`src/core/acs_pkg.sv`:
```
// Purpose: shared constants and types of the conversion sequencer
// Assumes: 50 MHz peripheral clock
// Notes: internal input codes and settle time are plain defaults
package acs_pkg;
   // ----------------------------------------------------------------
   // operation modes and start field
   // ----------------------------------------------------------------
   localparam logic [2:0] MODE_SINGLE8 = 3'h0;
   localparam logic [2:0] MODE_SINGLE12 = 3'h1;
   localparam logic [2:0] MODE_SERIES = 3'h2;
   localparam logic [2:0] MODE_SERIES_SCL = 3'h3;
   localparam logic [2:0] MODE_BURST = 3'h4;
   localparam logic [2:0] MODE_BURST_SCL = 3'h5;
   localparam logic [1:0] START_STOP = 2'h0;
   localparam logic [1:0] START_NOW = 2'h1;
   localparam logic [1:0] START_EVENT = 2'h2;
   localparam logic [1:0] START_MUXWR = 2'h3;
   // ----------------------------------------------------------------
   // internal input selector codes that abort a conversion
   // ----------------------------------------------------------------
   localparam logic [5:0] SEL_DIVREF = 6'h30;
   localparam logic [5:0] SEL_TEMP = 6'h31;
   localparam logic [5:0] SEL_SUPPLY = 6'h32;
   // ----------------------------------------------------------------
   // flag positions, widths, shifts
   // ----------------------------------------------------------------
   localparam int FLG_RES = 0;
   localparam int FLG_SMP = 1;
   localparam int FLG_OVR = 2;
   localparam int CONV_W = 12;
   localparam int BYTE_W = 8;
   localparam int SAMPLE_W = 16;
   localparam int RESULT_W = 32;
   localparam int ACC_W = 24;
   localparam int CNT_W = 11;
   localparam int MAX_ACC_SEL = 10;
   localparam logic [3:0] ADJ_SHIFT = 4'h4;
   // ----------------------------------------------------------------
   // timing
   // ----------------------------------------------------------------
   localparam int CLK_NS = 20;
   localparam int SETTLE_NS = 1000;
   localparam int SETTLE_CYC = (SETTLE_NS + CLK_NS - 1) / CLK_NS;
   localparam int SETTLE_W = 8;
   // ----------------------------------------------------------------
   // sequencer states, one-hot
   // ----------------------------------------------------------------
   typedef enum logic [3:0] {
      ACS_IDLE = 4'h1,
      ACS_SETTLE = 4'h2,
      ACS_START = 4'h4,
      ACS_WAIT = 4'h8
   } acs_state_t;
endpackage

```
`src/core/acs_clkdiv.sv`:
```
// Purpose: converter clock divider
// Assumes: ratio is two to the power of (select plus one)
// Notes: select changes take effect within the current half period
`timescale 1ns/1ps
module acs_clkdiv
   import acs_pkg::*;
#(
   parameter int SEL_W = 3
)
(
   input wire logic clk,
   input wire logic rst,
   input wire logic [SEL_W-1:0] clock_divider_sel,
   output logic adc_clk
);
   localparam int HALF_W = 1 << SEL_W;

   initial
   begin
      if (SEL_W < 1 || SEL_W > 4)
         $error("acs_clkdiv: SEL_W out of range");
   end

   logic [HALF_W-1:0] cnt_reg;
   logic [HALF_W-1:0] cnt_next;
   logic clk_reg;
   wire [HALF_W-1:0] half_lim = (HALF_W'(1) << clock_divider_sel) - HALF_W'(1);
   wire toggle = (cnt_reg >= half_lim);

   // -----------------------------------------------------------------
   // half period counter
   // -----------------------------------------------------------------
   assign cnt_next = toggle ? '0 : cnt_reg + HALF_W'(1);
   assign adc_clk = clk_reg;

   // counter and clock flip-flop
   always_ff @(posedge clk)
   begin
      if (rst)
      begin
         cnt_reg <= '0;
         clk_reg <= 1'b0;
      end
      else
      begin
         cnt_reg <= cnt_next;
         clk_reg <= clk_reg ^ toggle;
      end
   end

   AST_DIV_HALF: assert property (@(posedge clk) disable iff (rst)
      $changed(clk_reg) |-> $past(cnt_reg) >= $past(half_lim))
      else $error("converter clock toggled early");
endmodule // acs_clkdiv

```
`src/core/acs_sequencer.sv`:
```
// Purpose: conversion sequencer, accumulator and output formatting
// Assumes: converter core returns clamped codes, 8-bit codes in [7:0]
// Notes: flags are sticky; a set beats a clear in the same cycle
//
// Behaviour
// - six modes 0..5 from mode field, each single-ended or differential.
// - single modes convert once per trigger, result updated every conversion.
// - series modes convert once per trigger, result after the full count.
// - burst modes run the full count back to back from one trigger.
// - series and burst use 12-bit conversions; count from accum_count_sel.
// - accumulator is cleared whenever a new accumulation begins.
// - start by start_now_cmd command, event input, or input selector write.
// - continuous_run repeats single and burst work, not series.
// - stop value aborts conversion; a new one may start at once.
// - trigger while busy is ignored and sets the overrun flag.
// - sample and result ready flags raise interrupt when enabled.
// - reference write or internal input select during conversion aborts.
// - after such abort the next conversion waits out settle time first.
// - sample register always takes the latest conversion.
// - accumulation end loads result; single modes copy the sample.
// - accumulator wide enough for every supported count.
// - scaled modes shift the sum right by count select minus four.
// - left_align shifts sample in supporting modes, result only in 12-bit single mode.
// - single-ended outputs are unsigned and zero extended.
// - differential outputs are two's complement, sign extended.
// - unused upper bits read zero; unscaled accumulations fill bits 23 to 0.
// - differential_sel selects difference conversion; latched with the mode at the trigger that begins an accumulation.
// - left_align ignored in 8-bit and unscaled accumulation modes.
// - converter clock is peripheral clock divided by two to the power of (select plus one).
`timescale 1ns/1ps
module acs_sequencer
   import acs_pkg::*;
#(
   parameter int ACC_SEL_MAX = MAX_ACC_SEL,
   parameter int DIV_SEL_W = 3
)
(
   input wire logic clk,
   input wire logic rst,
   input wire logic [2:0] mode_sel,
   input wire logic differential_sel,
   input wire logic [1:0] start_sel,
   input wire logic command_wr,
   input wire logic event_in,
   input wire logic [5:0] positive_input_sel,
   input wire logic pos_sel_wr,
   input wire logic [5:0] negative_input_sel,
   input wire logic neg_sel_wr,
   input wire logic reference_sel_wr,
   input wire logic [3:0] accum_count_sel,
   input wire logic continuous_run,
   input wire logic left_align,
   input wire logic [DIV_SEL_W-1:0] clock_divider_sel,
   input wire logic [2:0] irq_control_reg,
   input wire logic [2:0] flag_clear,
   input wire logic conv_done,
   input wire logic [CONV_W-1:0] conv_data,
   output logic conv_start,
   output logic conv_res8,
   output logic conv_differential_sel,
   output logic adc_clk,
   output logic busy,
   output logic [2:0] irq_flag_reg,
   output logic irq,
   output logic [SAMPLE_W-1:0] sample_reg,
   output logic [RESULT_W-1:0] result_reg
);
   initial
   begin
      if (ACC_SEL_MAX < 1 || ACC_SEL_MAX > MAX_ACC_SEL)
         $error("acs_sequencer: ACC_SEL_MAX out of range");
   end

   // -----------------------------------------------------------------
   // decoding helpers
   // -----------------------------------------------------------------
   function automatic logic is_internal(input logic [5:0] sel);
      is_internal = (sel == SEL_DIVREF) || (sel == SEL_TEMP) || (sel == SEL_SUPPLY);
   endfunction

   function automatic logic mode_accum(input logic [2:0] m);
      mode_accum = (m != MODE_SINGLE8) && (m != MODE_SINGLE12);
   endfunction

   acs_state_t state_reg, state_next;
   logic [2:0] mode_reg;
   logic differential_sel_reg;
   logic [3:0] ksel_reg;
   logic [CNT_W-1:0] cnt_reg;
   logic [ACC_W-1:0] acc_reg;
   logic settle_pend_reg;
   logic [SETTLE_W-1:0] settle_reg;
   logic [2:0] flag_set;

   // -----------------------------------------------------------------
   // trigger and abort decode
   // -----------------------------------------------------------------
   wire mux_wr = pos_sel_wr | neg_sel_wr;
   wire int_sel = (pos_sel_wr & is_internal(positive_input_sel)) |
                  (neg_sel_wr & is_internal(negative_input_sel));
   wire stop_cmd = command_wr & (start_sel == START_STOP);
   wire settle_abort = int_sel | (reference_sel_wr & busy);
   wire abort = stop_cmd | settle_abort;
   logic [1:0] start_mode_reg;
   wire trig = (command_wr & (start_sel == START_NOW)) |
               (event_in & (start_mode_reg == START_EVENT)) |
               (mux_wr & (start_mode_reg == START_MUXWR));
   wire idle = (state_reg == ACS_IDLE);
   wire take = trig & idle & ~abort;
   wire overrun = trig & ~idle & ~abort;
   wire new_accum = take & (cnt_reg == '0);

   // -----------------------------------------------------------------
   // sample formatting
   // -----------------------------------------------------------------
   wire is8 = (mode_reg == MODE_SINGLE8);
   wire sgn = differential_sel_reg & (is8 ? conv_data[BYTE_W-1] : conv_data[CONV_W-1]);
   wire adj_ok = left_align & ((mode_reg == MODE_SINGLE12) |
                 (mode_reg == MODE_SERIES_SCL) | (mode_reg == MODE_BURST_SCL));
   wire [SAMPLE_W-1:0] samp_raw = is8 ?
      {{(SAMPLE_W-BYTE_W){sgn}}, conv_data[BYTE_W-1:0]} :
      {{(SAMPLE_W-CONV_W){sgn}}, conv_data};
   wire [SAMPLE_W-1:0] samp_fmt = adj_ok ?
      {conv_data, {(SAMPLE_W-CONV_W){1'b0}}} : samp_raw;

   // -----------------------------------------------------------------
   // accumulation and scaling
   // -----------------------------------------------------------------
   wire [ACC_W-1:0] conv_ext = {{(ACC_W-CONV_W){sgn}}, conv_data};
   wire [ACC_W-1:0] acc_base = (cnt_reg == '0) ? '0 : acc_reg;
   wire [ACC_W-1:0] acc_sum = acc_base + conv_ext;
   wire signed [ACC_W-1:0] acc_s = acc_sum;
   wire scale_down = (ksel_reg >= ADJ_SHIFT);
   wire [3:0] sh_dn = ksel_reg - ADJ_SHIFT;
   wire [3:0] sh_up = ADJ_SHIFT - ksel_reg;
   wire signed [ACC_W-1:0] acc_scaled = scale_down ? (acc_s >>> sh_dn) : (acc_s << sh_up);
   wire [SAMPLE_W-1:0] scl16 = acc_scaled[SAMPLE_W-1:0];
   wire scaled_mode = (mode_reg == MODE_SERIES_SCL) | (mode_reg == MODE_BURST_SCL);
   wire burst_mode = (mode_reg == MODE_BURST) | (mode_reg == MODE_BURST_SCL);
   wire [CNT_W-1:0] n_samples = CNT_W'(1) << ksel_reg;
   wire [CNT_W-1:0] cnt_inc = cnt_reg + CNT_W'(1);
   wire last = ~mode_accum(mode_reg) | (cnt_inc == n_samples);
   wire done = (state_reg == ACS_WAIT) & conv_done;
   wire repeat_run = continuous_run & ~mode_accum(mode_reg) | continuous_run & burst_mode;

   // -----------------------------------------------------------------
   // result selection
   // -----------------------------------------------------------------
   wire [RESULT_W-1:0] res_single = {{(RESULT_W-SAMPLE_W){differential_sel_reg & samp_fmt[SAMPLE_W-1]}},
                                     samp_fmt};
   wire [RESULT_W-1:0] res_scaled = {{(RESULT_W-SAMPLE_W){differential_sel_reg & scl16[SAMPLE_W-1]}},
                                     scl16};
   wire [RESULT_W-1:0] res_full = {{(RESULT_W-ACC_W){differential_sel_reg & acc_sum[ACC_W-1]}},
                                   acc_sum};
   wire [RESULT_W-1:0] res_next = ~mode_accum(mode_reg) ? res_single :
                                  (scaled_mode ? res_scaled : res_full);

   // -----------------------------------------------------------------
   // state transitions
   // -----------------------------------------------------------------
   always_comb
   begin
      state_next = state_reg;
      unique case (state_reg)
         ACS_IDLE:
            if (take)
               state_next = settle_pend_reg ? ACS_SETTLE : ACS_START;
         ACS_SETTLE:
            if (settle_reg == '0)
               state_next = ACS_START;
         ACS_START:
            state_next = ACS_WAIT;
         ACS_WAIT:
            if (conv_done)
            begin
               if (!last && burst_mode)
                  state_next = ACS_START;
               else if (last && repeat_run)
                  state_next = ACS_START;
               else
                  state_next = ACS_IDLE;
            end
         default:
            state_next = ACS_IDLE;
      endcase
      if (abort)
         state_next = ACS_IDLE;
   end

   assign busy = ~idle;
   assign conv_start = (state_reg == ACS_START);
   assign conv_res8 = is8;
   assign conv_differential_sel = differential_sel_reg;
   assign flag_set = {overrun, done, done & last};
   assign irq = |(irq_flag_reg & irq_control_reg);

   // state, configuration latch, counters
   always_ff @(posedge clk)
   begin
      if (rst)
      begin
         state_reg <= ACS_IDLE;
         start_mode_reg <= START_STOP;
         mode_reg <= MODE_SINGLE8;
         differential_sel_reg <= 1'b0;
         ksel_reg <= 4'h0;
         cnt_reg <= '0;
         acc_reg <= '0;
      end
      else
      begin
         state_reg <= state_next;
         if (command_wr)
            start_mode_reg <= start_sel;
         if (new_accum)
         begin
            mode_reg <= mode_sel;
            differential_sel_reg <= differential_sel;
            ksel_reg <= accum_count_sel;
            acc_reg <= '0;
         end
         if (abort)
            cnt_reg <= '0;
         else if (done)
         begin
            cnt_reg <= last ? '0 : cnt_inc;
            acc_reg <= acc_sum;
         end
      end
   end

   // settle tracking after a settle-worthy abort
   always_ff @(posedge clk)
   begin
      if (rst)
      begin
         settle_pend_reg <= 1'b0;
         settle_reg <= '0;
      end
      else
      begin
         if (settle_abort | reference_sel_wr)
            settle_pend_reg <= 1'b1;
         else if (state_reg == ACS_SETTLE && settle_reg == '0)
            settle_pend_reg <= 1'b0;
         if (take)
            settle_reg <= SETTLE_W'(SETTLE_CYC - 1);
         else if (settle_reg != '0)
            settle_reg <= settle_reg - SETTLE_W'(1);
      end
   end

   // output registers and sticky flags, set beats clear
   always_ff @(posedge clk)
   begin
      if (rst)
      begin
         sample_reg <= '0;
         result_reg <= '0;
         irq_flag_reg <= '0;
      end
      else
      begin
         if (done)
            sample_reg <= samp_fmt;
         if (done && last)
            result_reg <= res_next;
         irq_flag_reg <= (irq_flag_reg & ~flag_clear) | flag_set;
      end
   end

   // -----------------------------------------------------------------
   // converter clock
   // -----------------------------------------------------------------
   acs_clkdiv #(.SEL_W(DIV_SEL_W)) u_clkdiv (
      .clk(clk),
      .rst(rst),
      .clock_divider_sel(clock_divider_sel),
      .adc_clk(adc_clk)
   );

   // -----------------------------------------------------------------
   // checks
   // -----------------------------------------------------------------
   AST_OVERRUN: assert property (@(posedge clk) disable iff (rst)
      trig && busy && !abort && !done |=> irq_flag_reg[FLG_OVR] && $stable(cnt_reg))
      else $error("overrun not flagged");
   AST_SAMPLE: assert property (@(posedge clk) disable iff (rst)
      done |=> sample_reg == $past(samp_fmt) && irq_flag_reg[FLG_SMP])
      else $error("sample not loaded");
   AST_SINGLE_RES: assert property (@(posedge clk) disable iff (rst)
      done && !mode_accum(mode_reg) |=> result_reg[SAMPLE_W-1:0] == sample_reg)
      else $error("single result differs from sample");
   AST_SERIES_HOLD: assert property (@(posedge clk) disable iff (rst)
      done && !last |=> $stable(result_reg) &&
         (!irq_flag_reg[FLG_RES] || $past(irq_flag_reg[FLG_RES])))
      else $error("result changed mid accumulation");
   AST_ABORT: assert property (@(posedge clk) disable iff (rst)
      abort |=> state_reg == ACS_IDLE && cnt_reg == '0)
      else $error("abort did not stop");
   AST_START_NOW: assert property (@(posedge clk) disable iff (rst)
      take && !settle_pend_reg |=> conv_start)
      else $error("start_now_cmd start missed");
   AST_SETTLE: assert property (@(posedge clk) disable iff (rst)
      take && settle_pend_reg |=> !conv_start [*2])
      else $error("settle time skipped");
   AST_SERIES_IDLE: assert property (@(posedge clk) disable iff (rst)
      done && mode_accum(mode_reg) && !burst_mode |=> state_reg == ACS_IDLE)
      else $error("series ran on without trigger");
   AST_BURST: assert property (@(posedge clk) disable iff (rst)
      done && burst_mode && !last && !abort |=> conv_start ##1 !conv_start)
      else $error("burst did not continue");
   AST_UNSIGNED: assert property (@(posedge clk) disable iff (rst)
      done && last && !differential_sel_reg && !adj_ok |=> result_reg[RESULT_W-1:ACC_W] == '0)
      else $error("single-ended upper bits not zero");

   COV_BURST_DONE: cover property (@(posedge clk) disable iff (rst)
      done && last && burst_mode);
   COV_SERIES_DONE: cover property (@(posedge clk) disable iff (rst)
      done && last && mode_accum(mode_reg) && !burst_mode);
   COV_OVERRUN: cover property (@(posedge clk) disable iff (rst) overrun);
   COV_SETTLE: cover property (@(posedge clk) disable iff (rst)
      state_reg == ACS_SETTLE ##1 state_reg == ACS_START);
endmodule // acs_sequencer
```
`config.mk`:
```
export PLATFORM = sky130hd
export DESIGN_NAME = acs_sequencer
export DESIGN_NICKNAME = d
export VERILOG_FILES = /design/src/core/acs_pkg.sv /design/src/core/acs_clkdiv.sv /design/src/core/acs_sequencer.sv
export SDC_FILE = /design/constraint.sdc
export NUM_CORES = 1
export LEC_CHECK = 0
export BUFFER_PORTS_ARGS = -buffer_cell sky130_fd_sc_hd__buf_2
export CAP_MARGIN = 15
export CORE_UTILIZATION = 28
export CTS_CLUSTER_DIAMETER = 60
export CTS_CLUSTER_SIZE = 40
export DETAILED_ROUTE_END_ITERATION = 8
export GPL_TIMING_DRIVEN = 0
export PLACE_DENSITY = 0.55
export SETUP_SLACK_MARGIN = 0.3
export SYNTH_ARGS = -nofsm -noshare
export SYNTH_HDL_FRONTEND = slang
export SYNTH_SLANG_ARGS = --single-unit
```
`constraint.sdc`:
```
create_clock -name clk -period 12.9 [get_ports clk]
set_input_delay 2.58 -clock clk [delete_from_list [all_inputs] [get_ports clk]]
set_output_delay 2.58 -clock clk [all_outputs]
set_load 0.03 [all_outputs]
```
==> run metrics, run 1 <==
Clock Sinks=111; clock skew=approximately 0.015 ns; Max-slew headroom=21.4%; largest net degree at the start of global routing=23; GRT Util Overall=22.1%; FMAX=about 140 MHz; most common flop cell mapped by yosys=dfxtp_1; cell taking the most area after synthesis=dfxtp_1; R2R Setup Slk=7.20 ns; drt drc=0; Post-synth EDFFs=0; Largest stage delay, worst path=0.61 ns; cell count of the worst reg-to-reg path=14; Max Transition Viols Final=0; worst path cell trace=buf_2, and2_1, o21ai_1, inv_1, ha_1, buf_2, a21oi_1, o21ai_0, a311oi_1, o22ai_1, mux4_2, a211oi_2, nand3_1, a221oi_2; max-cap violations=0; post-synth top area share=23.0%; r2r startpoint=mode_reg[2]; crit path capture type=flop; vias=roughly 10000; final wirelength=39.1 mm; post-CTS setup buffers=0; Antenna Nets Post-Route=0; ranking of synthesized cells by area=dfxtp_1 23%, a21oi_1 6.0%, ha_1 5.6%; max reg flops=25; Avg Cell Area, Syn=between 7 and 8 sq um; total CTS buffers=9; initial antenna violation count=1; Slew @ Worst Pin=approximately 1.2 ns; CP most frequent cell=buf_2; setup TNS=0 ns; CP required=13.18 ns; kind of critical path=primary input to flop; hold_sp=sample_reg[10]; CTS Buffer Depth=2; leading cell type in the layout, fill and taps excluded=nand2_1; Initial Utilization=28.6%; R2R Path End=result_reg[30]; Post-synth ARST share=0%; final hold violations=0; DRT iter0 DRCs=935; CP Launch Type=primary input; hold_buf cts=0; flop and latch count out of synthesis=around 110; # IOs=110; Final setup viols=0; Cells after Synth=1268; first-pass GRT wire length=around 60 mm; grt total ovfl=0; number of distinct library cells after synthesis=93; drt pass-1 iters=5; commonest non-fill, non-tap cells in the layout=141 x nand2_1, 124 x buf_2, 119 x nor2_1, 115 x a21oi_1, 111 x dfxtp_1; Die Ht=188 microns; CTS tree=built; CTS resizes=0; Power Density=89.4 nW/um^2; # placed instances=1825; outcome=completed; share of cells above drive strength 1=14.4%; Final Net Count=1485; maximum vdd drop=58.8 uV; Yosys warnings=0; wire length per cell=21.2 microns; CTS clock-pin slew for the worst setup and hold paths=about 0.08 ns; Tmin final=7.17 ns; crit share post-route=55.6%; port bufs=109; worst hold path class=flop to flop; Crit-path slowest cell=a311oi_1; post-synthesis sequential area ratio=23.0%; Clock Root Buffer=clkbuf_16; CTS H-tree depth=3; Routability Congestion=0.954; die footprint=35200 sq um; Die X=approximately 190 microns; Area Overhead vs Synth=14.6%; Hold Path Cell Cnt=2; Finished Layout Cells=1841; vias in the first global route=9896; cell leakage power=4.29 nW; hold path endpoint=sample_reg[10]; unrepaired setup endpoints after global routing=no; Vias/cell=5.66; num rows=67; dpl hpwl=31.2 mm; Inserted Diodes=0; WP data arrival=7.46 ns; Crit Path Max Fanout=12; Clock Latency Late Sink=0.38 ns; Cell Area, Synth=between 9000 and 10000 sq um; syn nets=1365; CORE AREA=33700 sq um
==> metal layers <==
| layer | wire (microns) | vias up | GRT usage, % |
|---|---|---|---|
| li1 | - | 4973 | - |
| met3 | 2910 | 51 | 3.56 |
| met5 | 0 | - | 0 |
| met4 | 855 | 0 | 6.35 |
| met1 | 18100 | 4954 | 30.9 |
| met2 | 17200 | 449 | 34.7 |
==> per-stage QoR <==
step	hold slack [ns]	instance area, sq um	power [mW]	utilization (%)	setup WS [ns]
5_1_grt	0.481	11100	1.04	32.8	5.56
2_1_floorplan	0.443	9640	0.593	-	6.93
3_5_place_dp	0.444	10700	0.690	31.9	5.56
6_report	0.458	11100	0.988	32.8	5.73
3_3_place_gp	0.449	10700	0.689	31.9	5.62
4_1_cts	0.456	11100	0.991	32.8	5.94
==> where the power goes <==
part / leakage, nW / total, mW / internal [mW] / switching, mW
Clock: 0.146 / 0.299 / 0.140 / 0.159
Sequential: 0.898 / 0.375 / 0.358 / 0.0163
Combinational: 3.24 / 0.314 / 0.111 / 0.203
==> synthesized netlist by cell type (19+ instances only) <==
cell type    n
clkbuf_1    62
o21ai_0     65
xnor2_1     25
and2_1      36
dfxtp_1    111
a31oi_1     25
xor2_1      19
nand2_1    141
mux2i_1     24
nor3_1      32
a21oi_1    115
and3_1      23
o211ai_1    21
inv_1       24
ha_1        43
nor2_1     119
mux4_2      23
nand3_1     51
==> worst max path at each step <==
stage	from	to	slack (ns)	cells after the start
after global routing	conv_data[11]	result_reg[18]	5.56	14
after floorplan	conv_data[11]	result_reg[30]	6.93	14
after global placement	conv_data[11]	result_reg[20]	5.62	14
after CTS	conv_data[11]	result_reg[19]	5.94	14
after detailed placement	conv_data[11]	result_reg[19]	5.56	14
final	conv_data[11]	result_reg[30]	5.73	14
==> critical path: cells and delay by family <==
kind	cells	cell delay (ns)
AOI/OAI and AO/OA	7	2.59
buffers and inverters	3	0.84
muxes	1	0.60
adders and majority gates	1	0.43
and+or+nand+nor	2	0.39
==> cells by family after synthesis <==
| family | count (synthesis) | share of synthesized area [%] |
|---|---|---|
| AND/OR/NAND/NOR | 499 | 25.3 |
| buffers and inverters | 123 | 5.33 |
| flip-flops | 111 | 23.0 |
| adder cells (fa/ha/maj) | 44 | 5.79 |
| other | 1 | 0.0389 |
| AO/OA/AOI/OAI | 389 | 27.2 |
| multiplexers | 54 | 8.68 |
| XOR/XNOR | 47 | 4.63 |
==> cell type report <==
type / instances / area [sq um]
Timing Repair Buffer: 109 / 546
Inverter: 26 / 97.6
Fill cell: 3689 / 22600
Sequential cell: 111 / 2220
Multi-Input combinational cell: 1034 / 6910
Clock buffer: 9 / 225
Tap cell: 448 / 561
Buffer: 97 / 417
Clock inverter: 7 / 80.1
No activity file was read; power rests on OpenSTA's default activity.
==> run 2: changes to the inputs <==
Settings changed: ABC_AREA set to 1, PLACE_DENSITY 0.55 to 0.57.
Clock period 12.9 ns to 6.2 ns, I/O delays scaled along.
==> run metrics, run 2 <==
Cells after Synth=1531 (was 1268); maximum vdd drop=145 uV (was 58.8 uV); violated checks=DRC; largest net degree at the start of global routing=20 (was 23); Max Transition Viols Final=0 (unchanged); hold_buf cts=0 (unchanged); Post-synth EDFFs=0 (unchanged); Clock Root Buffer=clkbuf_16 (unchanged); commonest non-fill, non-tap cells in the layout=422 x nand2_1, 180 x inv_1, 173 x nand3_1, 145 x nor2_1, 127 x a21oi_1 (was 141 x nand2_1, 124 x buf_2, 119 x nor2_1, 115 x a21oi_1, 111 x dfxtp_1); Sw Share=47.1% (was 38.3%); port bufs=108 (was 109); cell leakage power=5.25 nW (was 4.29 nW); CP startpoint=cnt_reg[0] (was conv_data[11]); grt total ovfl=0 (unchanged); Final Net Count=1747 (was 1485); cell taking the most area after synthesis=dfxtp_1 (unchanged); Psw=1.33 mW (was 0.379 mW); max-cap violations=0 (unchanged); R2R Setup Slk=1.08 ns (was 7.20 ns); most frequent cell after synthesis=nand2_1 (unchanged); DP Area=10200 sq um (was 10700 sq um); crit path capture type=flop (unchanged); WP data arrival=5.41 ns (was 7.46 ns); final wirelength=35.5 mm (was 39.1 mm); cell count of the worst reg-to-reg path=25 (was 14); worst hold path class=flop to flop (unchanged); ranking of synthesized cells by area=dfxtp_1 24%, nand2_1 17%, nand3_1 9.5% (was dfxtp_1 23%, a21oi_1 6.0%, ha_1 5.6%); dpl hpwl=29.2 mm (was 31.2 mm); Logic pwr share=49.3% (was 31.8%); drt drc=1 (was 0); Die X=182 microns (was 188 microns); Post-synth top cells=422 x nand2_1, 180 x inv_1, 173 x nand3_1 (was 141 x nand2_1, 119 x nor2_1, 115 x a21oi_1); Antenna Nets Post-Route=0 (unchanged); Seq pwr share=28.4% (was 37.9%); vias=10400 (about the same); CTS tree=built (unchanged); syn nets=1628 (was 1365); CTS H-tree depth=3 (unchanged); CORE AREA=31800 sq um (was 33700 sq um); internal power=1.49 mW (was 0.609 mW); Final setup viols=0 (unchanged); CTS Buffer Depth=2 (unchanged); Cell Area, Synth=9110 sq um (was 9640 sq um); Yosys warnings=0 (unchanged); final hold violations=0 (unchanged); wire length per cell=17.0 microns (was 21.2 microns); Die Ht=182 microns (was 188 microns); initial antenna violation count=0 (was 1); Clock Latency Late Sink=0.38 ns (about the same); Crit-path slowest cell=xor2_1 (was a311oi_1); kind of critical path=flop to flop (was primary input to flop); Vias/cell=4.99 (was 5.66); Avg Cell Area, Syn=5.95 sq um (was 7.60 sq um); die footprint=33300 sq um (was 35200 sq um); number of fill cells=3588 (was 3689); Tmin final=around 5 ns; Inserted Diodes=0 (unchanged); CP required=6.49 ns (was 13.18 ns); CTS resizes=0 (unchanged); unrepaired setup endpoints after global routing=no (unchanged); crit share post-route=82.6%; drt pass-1 iters=9 (was 5); r2r startpoint=cnt_reg[0] (was mode_reg[2]); first-pass GRT wire length=54.1 mm (was 60.1 mm); Clock Sinks=111 (unchanged); CP most frequent cell=nand2_1 (was buf_2); clock network power share=22.4% (was 30.3%); Hold Path Cell Cnt=1 (was 2); R2R Path End=result_reg[3] (was result_reg[30]); Crit Path Max Fanout=10 (was 12); # IOs=110 (unchanged); post-synthesis sequential area ratio=24.4% (was 23.0%); hold_sp=u_clkdiv.adc_clk (was sample_reg[10]); Largest stage delay, worst path=0.60 ns (was 0.61 ns); CTS clock-pin slew for the worst setup and hold paths=0.07 ns (was 0.08 ns); setup TNS=0 ns (unchanged); number of distinct library cells after synthesis=49 (was 93); CP Launch Type=flop (was primary input); Max-slew headroom=36.6% (was 21.4%); share of cells above drive strength 1=10.3% (was 14.4%); Area Overhead vs Synth=15.2% (was 14.6%); Slew @ Worst Pin=0.948 ns (was 1.17 ns); hold path endpoint=u_clkdiv.adc_clk (was sample_reg[10]); Final Cell Area=10500 sq um (was 11100 sq um); Post-synth ARST share=0% (unchanged); Initial Utilization=28.7% (was 28.6%); Routability Congestion=0.956 (was 0.954); DRT iter0 DRCs=983 (was 935); vias in the first global route=9674 (was 9896); leading cell type in the layout, fill and taps excluded=nand2_1 (unchanged); flop and latch count out of synthesis=111 (unchanged); total CTS buffers=9 (unchanged); max reg flops=25 (unchanged); most common flop cell mapped by yosys=dfxtp_1 (unchanged); final core utilization=33.0% (was 32.8%); GRT Util Overall=21.1% (was 22.1%); num rows=65 (was 67); FMAX=195 MHz; post-CTS setup buffers=0 (unchanged); outcome=finished, violations left (was completed); Power Density=268 nW/um^2 (was 89.4 nW/um^2); post-synth top area share=24.4% (was 23.0%); clock skew=0.0242 ns (was 0.0150 ns)
[run 2: changes by cell type after synthesis, moves of 17 or more]
| cell | before | now |
|---|---|---|
| mux2i_1 | 24 | 4 |
| mux4_2 | 23 | 0 |
| clkbuf_1 | 62 | 41 |
| and3_1 | 23 | 1 |
| a31oi_1 | 25 | 8 |
| and2_1 | 36 | 7 |
| nand2_1 | 141 | 422 |
| nor2_1 | 119 | 145 |
| nand3_1 | 51 | 173 |
| inv_1 | 24 | 180 |
[run 2: per-stage QoR]
step	instances	hold WS, ns	setup slack (ns)	total power, mW
2_1_floorplan	1531	0.430	2.56	1.76
3_3_place_gp	2074	0.440	1.17	2.17
3_5_place_dp	2074	0.451	1.14	2.17
4_1_cts	2090	0.463	1.11	2.79
5_1_grt	2090	0.491	0.610	2.99
6_report	2090	0.467	1.08	2.82
[run 2: cell families (layout without fill, tap and decap cells)]
| logic type | Yosys count | in the layout | share of synthesized area [%] |
|---|---|---|---|
| other cells | 1 | 1 | 0.0412 |
| mux | 4 | 4 | 0.439 |
| flops | 111 | 111 | 24.4 |
| compound gates | 268 | 268 | 16.2 |
| fa+ha+maj | 44 | 44 | 6.12 |
| simple gates | 814 | 814 | 38.1 |
| xor+xnor | 36 | 36 | 3.62 |
| buf+inv | 253 | 377 | 11.0 |
[run 2: worst max-delay path, delay by kind of cell, from the launching register on]
kind | cells | cell delay, ns
adders and majority gates | 2 | 0.54
DFF | 1 | 0.39
xor gates and xnor gates | 1 | 0.60
buffers and inverters | 4 | 0.89
AOI/OAI and AO/OA | 2 | 0.28
and+or+nand+nor | 16 | 2.36
[run 2: worst max path at each step]
stage               depth (start not counted)  slack, ns              to
detailed placement                         26       1.14  result_reg[21]
finish                                     25       1.08   result_reg[3]
CTS                                        26       1.11  result_reg[21]
floorplan                                  19       2.56   result_reg[3]
global placement                           26       1.17  result_reg[21]
global route                               26       0.61  result_reg[21]
[run 2: final cells by class]
cell class                      instances  area, sq um  area share (%)
Tap cell                              435          544            5.18
Timing Repair Buffer                  108          541            5.15
Clock buffer                           10          229            2.18
Inverter                              185          694            6.61
Clock inverter                          6         75.1           0.715
Multi-Input combinational cell       1167         5890            56.1
Buffer                                 68          309            2.94
Sequential cell                       111         2220            21.2
[run 2: metal layers]
layer  part of all wire (%)  vias to the layer above  GRT usage (%)
met5                      0                        -              0
li1                       -                     5207              -
met3                    6.3                       64           3.71
met4                    4.3                        0           8.91
met1                     45                     4779           27.2
met2                     45                      389           34.6
[run 2: power by group through the flow]
stage	logic [mW]	clock network (mW)	registers, mW
floorplan	0.954	0	0.811
global placement	1.35	0	0.814
detailed placement	1.35	0	0.814
CTS	1.36	0.635	0.798
global route	1.53	0.662	0.806
finish	1.39	0.630	0.798
==> run 3: changes to the inputs <==
Settings changed: PLACE_DENSITY 0.57 to 0.55.
Clock period 6.2 ns to 4.76 ns, I/O delays scaled along.
==> run metrics, run 3 (synthesis results as in run 2) <==
outcome=completed (was finished, violations left); wire length per cell=17.3 microns (was 17.0 microns); r2r startpoint=cnt_reg[0] (unchanged); num rows=65 (unchanged); CP required=5.06 ns (was 6.49 ns); Die X=182 microns (unchanged); vias=10500 (was 10400); Antenna Nets Post-Route=0 (unchanged); leading cell type in the layout, fill and taps excluded=nand2_1 (unchanged); grt total ovfl=0 (unchanged); total power=3.63 mW (was 2.82 mW); WP data arrival=4.41 ns (was 5.41 ns); Slew @ Worst Pin=0.940 ns (was 0.948 ns); Vias/cell=5.03 (was 4.99); crit share post-route=86.3% (was 82.6%); clock skew=0.0160 ns (was 0.0242 ns); crit path capture type=flop (unchanged); drt drc=0 (was 1); share of cells above drive strength 1=11.6% (was 10.3%); CP startpoint=cnt_reg[0] (unchanged); Routability Congestion=0.933 (was 0.956); Area Overhead vs Synth=16.1% (was 15.2%); Clock Sinks=111 (unchanged); Final Net Count=1750 (was 1747); kind of critical path=flop to flop (unchanged); max-cap violations=0 (unchanged); unrepaired setup endpoints after global routing=no (unchanged); Die Ht=182 microns (unchanged); die footprint=33300 sq um (unchanged); max reg flops=25 (unchanged); maximum vdd drop=169 uV (was 145 uV); CTS tree=built (unchanged); CTS H-tree depth=3 (unchanged); dpl hpwl=29.7 mm (was 29.2 mm); initial antenna violation count=1 (was 0); final wirelength=36.1 mm (was 35.5 mm); Tmin final=4.11 ns (was 5.12 ns); Final setup viols=0 (unchanged); Power Density=343 nW/um^2 (was 268 nW/um^2); # placed instances=2074 (unchanged); Finished Layout Cells=2092 (was 2090); Max-slew headroom=37.1% (was 36.6%); Inserted Diodes=0 (unchanged); Clock Latency Late Sink=0.37 ns (was 0.38 ns); drt pass-1 iters=5 (was 9); cell leakage power=5.27 nW (was 5.25 nW); worst hold path class=flop to flop (unchanged); hold_buf cts=0 (unchanged); CTS Buffer Depth=2 (unchanged); total CTS buffers=9 (unchanged); CP Launch Type=flop (unchanged); FMAX=243 MHz (was 195 MHz); port bufs=108 (unchanged); DRT iter0 DRCs=962 (was 983); CORE AREA=31800 sq um (unchanged); number of fill cells=3568 (was 3588); Crit Path Max Fanout=10 (unchanged); CTS clock-pin slew for the worst setup and hold paths=0.08 ns (was 0.07 ns); vias in the first global route=9589 (was 9674); Initial Utilization=28.7% (unchanged); # IOs=110 (unchanged); GRT Util Overall=21.6% (was 21.1%); Max Transition Viols Final=0 (unchanged); largest net degree at the start of global routing=20 (unchanged); Clock Root Buffer=clkbuf_16 (unchanged); first-pass GRT wire length=54.7 mm (was 54.1 mm); commonest non-fill, non-tap cells in the layout=421 x nand2_1, 180 x inv_1, 173 x nand3_1, 141 x nor2_1, 126 x a21oi_1 (was 422 x nand2_1, 180 x inv_1, 173 x nand3_1, 145 x nor2_1, 127 x a21oi_1); hold_sp=u_clkdiv.adc_clk (unchanged); final hold violations=0 (unchanged)
-- run 3: cell types whose count changed in the layout (fill, tap and decap cells not counted), sizes merged --
cell,before,now
clkbuf,51,49
clkinv,3,2
bufinv,1,0
buf,135,139
clkinvlp,1,3
-- run 3: power breakdown --
part / leakage, nW / total [mW] / switching, mW / internal (mW)
registers: 0.899 / 1.04 / 0.0515 / 0.990
clock network: 0.128 / 0.762 / 0.399 / 0.363
logic: 4.24 / 1.83 / 1.29 / 0.539
total: 5.27 / 3.63 / 1.74 / 1.89
-- run 3: worst paths after layout --
check	endpoint	slack [ns]	depth (start not counted)
max	result_reg[3]	0.65	26
min	u_clkdiv.adc_clk	0.46	1
max reg2reg	result_reg[3]	0.65	26
min reg2reg	u_clkdiv.adc_clk	0.46	1
-- run 3: what timing repair did --
action                                  4_1_cts  5_1_grt
pin swaps                                     0        2
endpoints found under the setup margin       25       25
buffers inserted                              0        3
resized for setup                             9       21
-- run 3: cell type report --
type | instances | area [sq um] | area share (%)
Buffer | 68 | 322 | 3.04
Timing Repair Buffer | 111 | 563 | 5.32
Multi-Input combinational cell | 1167 | 5960 | 56.3
Tap cell | 435 | 544 | 5.14
Inverter | 185 | 694 | 6.56
Clock inverter | 6 | 53.8 | 0.508
Sequential cell | 111 | 2220 | 21.0
Clock buffer | 9 | 225 | 2.13
-- run 3: per-layer routing --
| layer | up-vias | part of all wire, % | global-route usage, % | routed length, microns |
|---|---|---|---|---|
| met2 | 390 | 45 | 35.2 | 16200 |
| met5 | - | 0 | 0 | 0 |
| met4 | 0 | 3.6 | 8.71 | 1320 |
| met1 | 4838 | 45 | 28.7 | 16300 |
| met3 | 59 | 6.4 | 2.75 | 2330 |
| li1 | 5226 | - | - | - |
-- run 3: worst max-delay path, cell delays in order (launching register included) --
cell	delay, ns
dfxtp_2	0.37
inv_1	0.07
ha_1	0.15
nand2_1	0.07
nor3_2	0.20
and3_1	0.19
clkbuf_4	0.18
buf_4	0.17
nor2_1	0.05
ha_1	0.39
nand2_1	0.13
nor2_1	0.17
nand3_1	0.08
nand2_1	0.16
nand2_1	0.07
nand2_1	0.09
nor2_1	0.07
nor2_2	0.19
nand2_1	0.13
nand2_1	0.12
o21ai_0	0.14
or2_2	0.32
nand3_1	0.08
nand3_1	0.07
nand2_1	0.14
nand2_1	0.10
a21oi_1	0.13
-- run 3: stage by stage --
step	cell area, sq um	setup slack (ns)	hold slack, ns	TNS [ns]	utilization (%)
floorplan	9110	1.31	0.430	0	-
global placement	10200	-0.214	0.443	-1.66	32.1
detailed placement	10200	-0.187	0.438	-1.67	32.1
CTS	10500	0.390	0.462	0	33.1
global route	10600	0.334	0.499	0	33.3
finish	10600	0.652	0.461	0	33.3
